### src/inc/hvi_pkg.sv
// Package for the high voltage indirect data and configuration block
package hvi_pkg;
    localparam logic [31:0] HVI_DATA_ADDR = 32'hffff080c;
    localparam logic [31:0] HVI_CMD_ADDR = 32'hffff0804;
    localparam logic [11:0] HVI_DATA_RST = 12'h000;
    localparam logic [7:0] HVI_CFG0_RST = 8'h00;
    localparam logic [7:0] HVI_CFG1_RST = 8'h00;
    localparam int HVI_CMD_LSB = 8;
    localparam int HVI_TSD_DIS_BIT = 7;
    localparam int HVI_OSC_EN_BIT = 6;
    localparam int HVI_BSD_BIT = 5;
    localparam int HVI_WAKE_BIT = 4;
    localparam int HVI_PSM_BIT = 3;
    localparam int HVI_LVF_BIT = 2;
    localparam logic [1:0] HVI_LIN_OFF = 2'h0;
    localparam logic [1:0] HVI_LIN_ON = 2'h2;
    localparam logic [7:0] HVI_RD_CFG0 = 8'h00;
    localparam logic [7:0] HVI_RD_CFG1 = 8'h01;
    localparam logic [7:0] HVI_RD_STAT = 8'h02;
    localparam logic [7:0] HVI_RD_MON = 8'h03;
    localparam logic [7:0] HVI_WR_CFG0 = 8'h08;
    localparam logic [7:0] HVI_WR_CFG1 = 8'h09;
    localparam int HVI_LATENCY_NS = 10000;
    localparam int HVI_CLK_NS = 4;
    localparam int HVI_LATENCY_CYC = HVI_LATENCY_NS / HVI_CLK_NS;

    typedef struct packed {
        logic tsd_disable;
        logic osc_enable;
        logic bsd_mode;
        logic wake_high;
        logic psm_enable;
        logic lvf_enable;
        logic lin_enable;
    } hvi_ctrl_t;

    typedef enum logic [1:0] {
        HVI_IDLE = 2'b01,
        HVI_BUSY = 2'b10
    } hvi_state_t;
endpackage : hvi_pkg

### src/hdl/hvi_bank.sv
// Indirect data register, command engine and first configuration register
// Contract
// - 12-bit memory-mapped data register holds byte to write or read back.
// - Data bits 11:8 show owning command; read-only, software writes zeros.
// - Command 0x00 reads config first, 0x01 reads config second into data.
// - Command 0x02 reads status, 0x03 reads monitor into data register.
// - Command 0x08 writes data byte to config first, 0x09 to second.
// - Data bits 7:0 carry the byte for reads and writes.
// - Config first is 8 bits, resets to 0x00, reached only indirectly.
// - Config bit 7 set disables automatic thermal shutdown of driver.
// - Config bit 6 enables the precision oscillator; clear powers down.
// - Config bit 5 removes LIN pull-up, selects bit-serial mode.
// - Config bit 4 drives wake pin high; clear pulls it low.
// - Config bit 3 enables supply monitor and its low supply interrupt.
// - Config bit 2 enables the low voltage flag.
// - Config bits 1:0 select LIN mode: 00 off, 10 on; others reserved.
// - Completion bits are invalid while busy, valid after it clears.
`timescale 1ns/100ps
module hvi_bank
    import hvi_pkg::*;
#(
    parameter int LATENCY_CYC = HVI_LATENCY_CYC
) (
    input wire logic core_clk_i,
    input wire logic sys_rst_i,
    input wire logic [31:0] bus_addr_i,
    input wire logic bus_wr_i,
    input wire logic [31:0] bus_wdata_i,
    output logic [31:0] bus_rdata_o,
    input wire logic [7:0] hv_config_second_i,
    input wire logic [7:0] hv_status_register_i,
    input wire logic [7:0] hv_monitor_register_i,
    output logic [7:0] hv_config_first_o,
    output logic [7:0] hv_config_second_wdata_o,
    output logic hv_config_second_we_o,
    output logic tsd_disable_o,
    output logic osc_enable_o,
    output logic bit_serial_device_mode_o,
    output logic wake_pin_o,
    output logic supply_monitor_o,
    output logic low_voltage_flag_o,
    output logic lin_enable_o
);
    logic [7:0] sec_s1_reg, sec_s2_reg, sta_s1_reg, sta_s2_reg;
    logic [7:0] mon_s1_reg, mon_s2_reg;
    logic [11:0] data_reg, data_next;
    logic [7:0] cfg0_reg, cfg0_next;
    logic [7:0] cmd_reg, cmd_next;
    logic [2:0] stat_reg, stat_next;
    logic [15:0] cnt_reg, cnt_next;
    hvi_state_t state_reg, state_next;
    logic [7:0] cfg1_wd_reg, cfg1_wd_next;
    logic cfg1_we_reg, cfg1_we_next;
    logic [31:0] rdata_reg, rdata_next;
    hvi_ctrl_t ctrl_reg, ctrl_next;
    logic [7:0] fetch;
    logic fetch_ok;

    always_ff @(posedge core_clk_i) begin
        sec_s1_reg <= hv_config_second_i;
        sec_s2_reg <= sec_s1_reg;
        sta_s1_reg <= hv_status_register_i;
        sta_s2_reg <= sta_s1_reg;
        mon_s1_reg <= hv_monitor_register_i;
        mon_s2_reg <= mon_s1_reg;
    end

    always_comb begin
        fetch_ok = 1'b1;
        unique case (cmd_reg)
            HVI_RD_CFG0: fetch = cfg0_reg;
            HVI_RD_CFG1: fetch = sec_s2_reg;
            HVI_RD_STAT: fetch = sta_s2_reg;
            HVI_RD_MON: fetch = mon_s2_reg;
            default: begin
                fetch = 8'h00;
                fetch_ok = 1'b0;
            end
        endcase
    end

    always_comb begin
        data_next = data_reg;
        cfg0_next = cfg0_reg;
        cmd_next = cmd_reg;
        stat_next = stat_reg;
        cnt_next = cnt_reg;
        state_next = state_reg;
        cfg1_wd_next = cfg1_wd_reg;
        cfg1_we_next = 1'b0;
        unique case (state_reg)
            HVI_IDLE: begin
                if (bus_wr_i && bus_addr_i == HVI_DATA_ADDR) begin
                    data_next[7:0] = bus_wdata_i[7:0];
                end
                if (bus_wr_i && bus_addr_i == HVI_CMD_ADDR) begin
                    cmd_next = bus_wdata_i[7:0];
                    cnt_next = 16'(LATENCY_CYC);
                    stat_next = 3'h1;
                    state_next = HVI_BUSY;
                end
            end
            HVI_BUSY: begin
                if (cnt_reg > 16'h0001) begin
                    cnt_next = cnt_reg - 16'h0001;
                end else begin
                    state_next = HVI_IDLE;
                    stat_next = 3'h0;
                    if (cmd_reg == HVI_WR_CFG0) begin
                        cfg0_next = data_reg[7:0];
                        stat_next = 3'h4;
                    end else if (cmd_reg == HVI_WR_CFG1) begin
                        cfg1_wd_next = data_reg[7:0];
                        cfg1_we_next = 1'b1;
                        stat_next = 3'h4;
                    end else if (fetch_ok) begin
                        data_next = {cmd_reg[3:0], fetch};
                        stat_next = 3'h2;
                    end
                end
            end
            default: state_next = HVI_IDLE;
        endcase
    end

    always_comb begin
        rdata_next = 32'h0000_0000;
        if (bus_addr_i == HVI_DATA_ADDR) begin
            rdata_next = {20'h00000, data_reg};
        end else if (bus_addr_i == HVI_CMD_ADDR) begin
            rdata_next = {29'h0000_0000, stat_reg};
        end
        ctrl_next.tsd_disable = cfg0_reg[HVI_TSD_DIS_BIT];
        ctrl_next.osc_enable = cfg0_reg[HVI_OSC_EN_BIT];
        ctrl_next.bsd_mode = cfg0_reg[HVI_BSD_BIT];
        ctrl_next.wake_high = cfg0_reg[HVI_WAKE_BIT];
        ctrl_next.psm_enable = cfg0_reg[HVI_PSM_BIT];
        ctrl_next.lvf_enable = cfg0_reg[HVI_LVF_BIT];
        ctrl_next.lin_enable = (cfg0_reg[1:0] == HVI_LIN_ON);
    end

    always_ff @(posedge core_clk_i) begin
        if (sys_rst_i) begin
            data_reg <= HVI_DATA_RST;
            cfg0_reg <= HVI_CFG0_RST;
            cmd_reg <= 8'h00;
            stat_reg <= 3'h0;
            cnt_reg <= 16'h0000;
            state_reg <= HVI_IDLE;
            cfg1_wd_reg <= HVI_CFG1_RST;
            cfg1_we_reg <= 1'b0;
            rdata_reg <= 32'h0000_0000;
            ctrl_reg <= '0;
        end else begin
            data_reg <= data_next;
            cfg0_reg <= cfg0_next;
            cmd_reg <= cmd_next;
            stat_reg <= stat_next;
            cnt_reg <= cnt_next;
            state_reg <= state_next;
            cfg1_wd_reg <= cfg1_wd_next;
            cfg1_we_reg <= cfg1_we_next;
            rdata_reg <= rdata_next;
            ctrl_reg <= ctrl_next;
        end
    end

    assign bus_rdata_o = rdata_reg;
    assign hv_config_first_o = cfg0_reg;
    assign hv_config_second_wdata_o = cfg1_wd_reg;
    assign hv_config_second_we_o = cfg1_we_reg;
    assign tsd_disable_o = ctrl_reg.tsd_disable;
    assign osc_enable_o = ctrl_reg.osc_enable;
    assign bit_serial_device_mode_o = ctrl_reg.bsd_mode;
    assign wake_pin_o = ctrl_reg.wake_high;
    assign supply_monitor_o = ctrl_reg.psm_enable;
    assign low_voltage_flag_o = ctrl_reg.lvf_enable;
    assign lin_enable_o = ctrl_reg.lin_enable;
endmodule : hvi_bank

### config.mk
export PLATFORM = sky130hd
export DESIGN_NAME = hvi_bank
export DESIGN_NICKNAME = d
export VERILOG_FILES = /design/src/inc/hvi_pkg.sv /design/src/hdl/hvi_bank.sv
export SDC_FILE = /design/constraint.sdc
export NUM_CORES = 1
export LEC_CHECK = 0
export ABC_AREA = 1
export BUFFER_PORTS_ARGS = -buffer_cell sky130_fd_sc_hd__buf_2
export CORE_ASPECT_RATIO = 0.75
export CORE_UTILIZATION = 40
export CTS_CLUSTER_SIZE = 10
export DETAILED_ROUTE_END_ITERATION = 6
export HOLD_SLACK_MARGIN = 0.12
export PLACE_DENSITY = 0.74
export SLEW_MARGIN = 25
export SYNTH_ARGS = -nofsm -noshare
export SYNTH_HDL_FRONTEND = slang
export SYNTH_SLANG_ARGS = --single-unit
### constraint.sdc
create_clock -name core_clk_i -period 4.45 [get_ports core_clk_i]
set_input_delay 0.2225 -clock core_clk_i [delete_from_list [all_inputs] [get_ports core_clk_i]]
set_output_delay 0.2225 -clock core_clk_i [all_outputs]
set_load 0.03 [all_outputs]
==> summary.txt <==
STA
  – Actual slew at the worst max-slew pin: 0.851 ns
  – Fin. max-slew vios: 0
  – Fmax achieved: about 0.39 GHz
  – Setup ws final: 1.91 ns
  – Max transition margin: 0.432
  – Fin crit share: 0.572
  – Hold Fails Final Rpt: 0
  – Period minus WS final: 2.54 ns
  – RSZ-0062 raised after global routing: false
  – Setup TNS: 0 ns
  – Hold WS: ~0.29 ns
  – Clk_skew: 0.0128 ns
  – Final setup vio count: 0

Cells and area
  – FF+latch area: 2500 um^2
  – Cell area after layout: 6370 um^2
  – Most frequent cells in the layout: nand2_1, dfxtp_1, buf_2
  – Synth-to-layout area growth: 27.3%
  – Final core utilization: 0.535
  – Fill cell count: 1,074
  – Multi-input logic area: 2010 um^2
  – Max reg flops: 16
  – Ratio of cells with drive above 1 in the final layout: 0.202
  – Most common cell after layout, fill and taps aside: nand2_1
  – # nets final: around 880

Pwr
  – Max IR drop VDD: 280 uV
  – Switching part of the total: 0.232
  – LEAKAGE: 3.09 nW
  – Seq pwr share: 0.449
  – P per Cell Area: 401 nW/um^2
  – Net Sw Power: roughly 590 uW
  – Combinational share of power: 0.038
  – Clk network pwr share: 0.513
  – Internal power: just under 2 mW

Critical path
  – CP max FO: 23
  – Worst Setup Start Kind: flop
  – CP endpoint kind: flop
  – R2r worst-path depth: 8
  – Critical Path AT: 2.89 ns
  – CP Class: flop to flop
  – CP Data Required Time: 4.80 ns

Yosys
  – Post-Syn Instances: roughly 650
  – Seq cells post-synth: 125
  – Netlist Area Pre-Place: 5010 um^2
  – Register area share after synthesis: 0.500
  – Post-synth ARST share: 0
  – Synthesized area per cell: 7.67 um^2
  – YS warnings: 0
  – Number of library cell types mapped by synthesis: 34
  – Post-synth EDFFs: 0
  – Main flop type after synthesis: dfxtp_1

Place
  – I/O Buffers: 102
  – RePlAce Congestion: around 0.82
  – Detailed Place HPWL: 7.89 mm
  – Cell Area, Placed: 5490 um^2
  – Post-Place Setup Slack: 2.00 ns

Route
  – Final wirelength: between 10 and 15 mm
  – 1st-pass router iterations: 5
  – DRC viols: 0
  – WL per Instance: ~13 um
  – Vias per cell: 4.65
  – Vias: 4,450
  – Post-route ant nets: 0
  – DR iter-0 viols: 310

Clock network
  – Post-CTS Setup Inserts: 0
  – CTS sink cnt: ~130
  – Clk_lat worst skew: 0.42 ns
  – Reg clk slew, reported paths: 0.06 ns
  – Resized cells post-CTS: 0
  – CTS root buf: clkbuf_16
  – CTS tree: built
  – Clock Tree Buf Depth: 2
  – Max H-tree Level: 4
  – Hold Buf Count CTS: 32
  – CTS buffer count: 17

Outcome
  – Outcome: finished, final reports clean

Worst hold path
  – Min-delay worst type: primary input to flop
  – WHS Path Cells: 2

Floorplan
  – Core area: about 12,000 um^2
  – Die H: 98.9 um
  – Row cnt: 34
  – Die width: 131 um
  – Initial core utilization: 0.420
  – Die area: 13,000 um^2
  – I/O pins: 147

Flow run
  – Max-Cap Viols: 0

Global routing
  – Vias in the first global route: 4,114
  – GRT Util Overall: 0.199
  – Initial antenna violation count: 0
  – First-pass GRT wire length: 20.1 mm
  – Largest net degree at the start of global routing: 40
  – Grt ovf: 0
==> path summary, 6_finish.rpt <==
check,slack [ns],from,end
worst min-delay path,0.29,sys_rst_i,osc_enable_o$_SDFF_PP0_
worst max-delay path,1.91,state_reg[0]$_SDFFE_PP1P_,data_reg[9]$_SDFFE_PP0P_
worst max register to register,1.91,state_reg[0]$_SDFFE_PP1P_,data_reg[9]$_SDFFE_PP0P_
worst min register to register,0.32,sec_s1_reg[6]$_DFF_P_,sec_s2_reg[6]$_DFF_P_
==> layout make-up <==
| type | count | share of cell area |
|---|---|---|
| Clock buffer | 18 | 0.0673 |
| Inverter | 68 | 0.0400 |
| Sequential cell | 125 | 0.393 |
| Timing Repair Buffer | 135 | 0.132 |
| Antenna cell | 1 | 0.000393 |
| Multi-Input combinational cell | 433 | 0.315 |
| Clock inverter | 14 | 0.0216 |
| Tap cell | 162 | 0.0318 |
==> cell usage after synthesis (6+ instances only) <==
master | n | share of area
dfxtp_1 | 125 | 0.50
inv_1 | 65 | 0.049
a21oi_1 | 34 | 0.034
o21ai_0 | 28 | 0.028
buf_2 | 6 | 0.0060
clkbuf_1 | 8 | 0.0060
nand2_1 | 141 | 0.11
nor2_1 | 99 | 0.074
nand4_1 | 8 | 0.010
nand3_1 | 63 | 0.063
buf_4 | 28 | 0.042
==> per-stage QoR <==
stage	cells	power [mW]
floorplan	672	1.22
global placement	891	1.25
detailed placement	891	1.25
CTS	955	2.57
global route	955	2.64
finish	956	2.56
==> kinds of logic (layout without fill, tap and decap cells) <==
logic type      Yosys count  in the layout  synth area share
simple gates            337            337             0.300
flops                   125            125             0.500
buf+inv                 114            235             0.114
compound gates           70             70            0.0722
fa+ha+maj                 4              4           0.00999
xor+xnor                  2              2           0.00350
other cells               1             21          0.000749
==> power by group through the flow <==
| stage | logic (mW) | clock network (mW) | registers (mW) |
|---|---|---|---|
| 6_report | 0.0967 | 1.31 | 1.15 |
| 5_1_grt | 0.105 | 1.39 | 1.15 |
| 4_1_cts | 0.0951 | 1.32 | 1.15 |
| 3_5_place_dp | 0.0738 | 0 | 1.17 |
| 3_3_place_gp | 0.0734 | 0 | 1.17 |
| 2_1_floorplan | 0.0539 | 0 | 1.17 |
==> critical path: stages (launching register included) <==
cell	delay (ns)
dfxtp_1	0.31
inv_1	0.08
ha_1	0.55
inv_1	0.57
nor2_4	0.41
inv_1	0.09
nor2_2	0.19
o21ai_0	0.14
a21oi_1	0.14
==> per-layer routing <==
layer	vias to the layer above	track usage	wire length, um
met3	15	0.0607	1110
met4	0	0.0670	134
met5	-	0	0
met2	211	0.307	5140
met1	1960	0.265	5760
li1	2264	-	-
(Power assumes the default switching activity.)
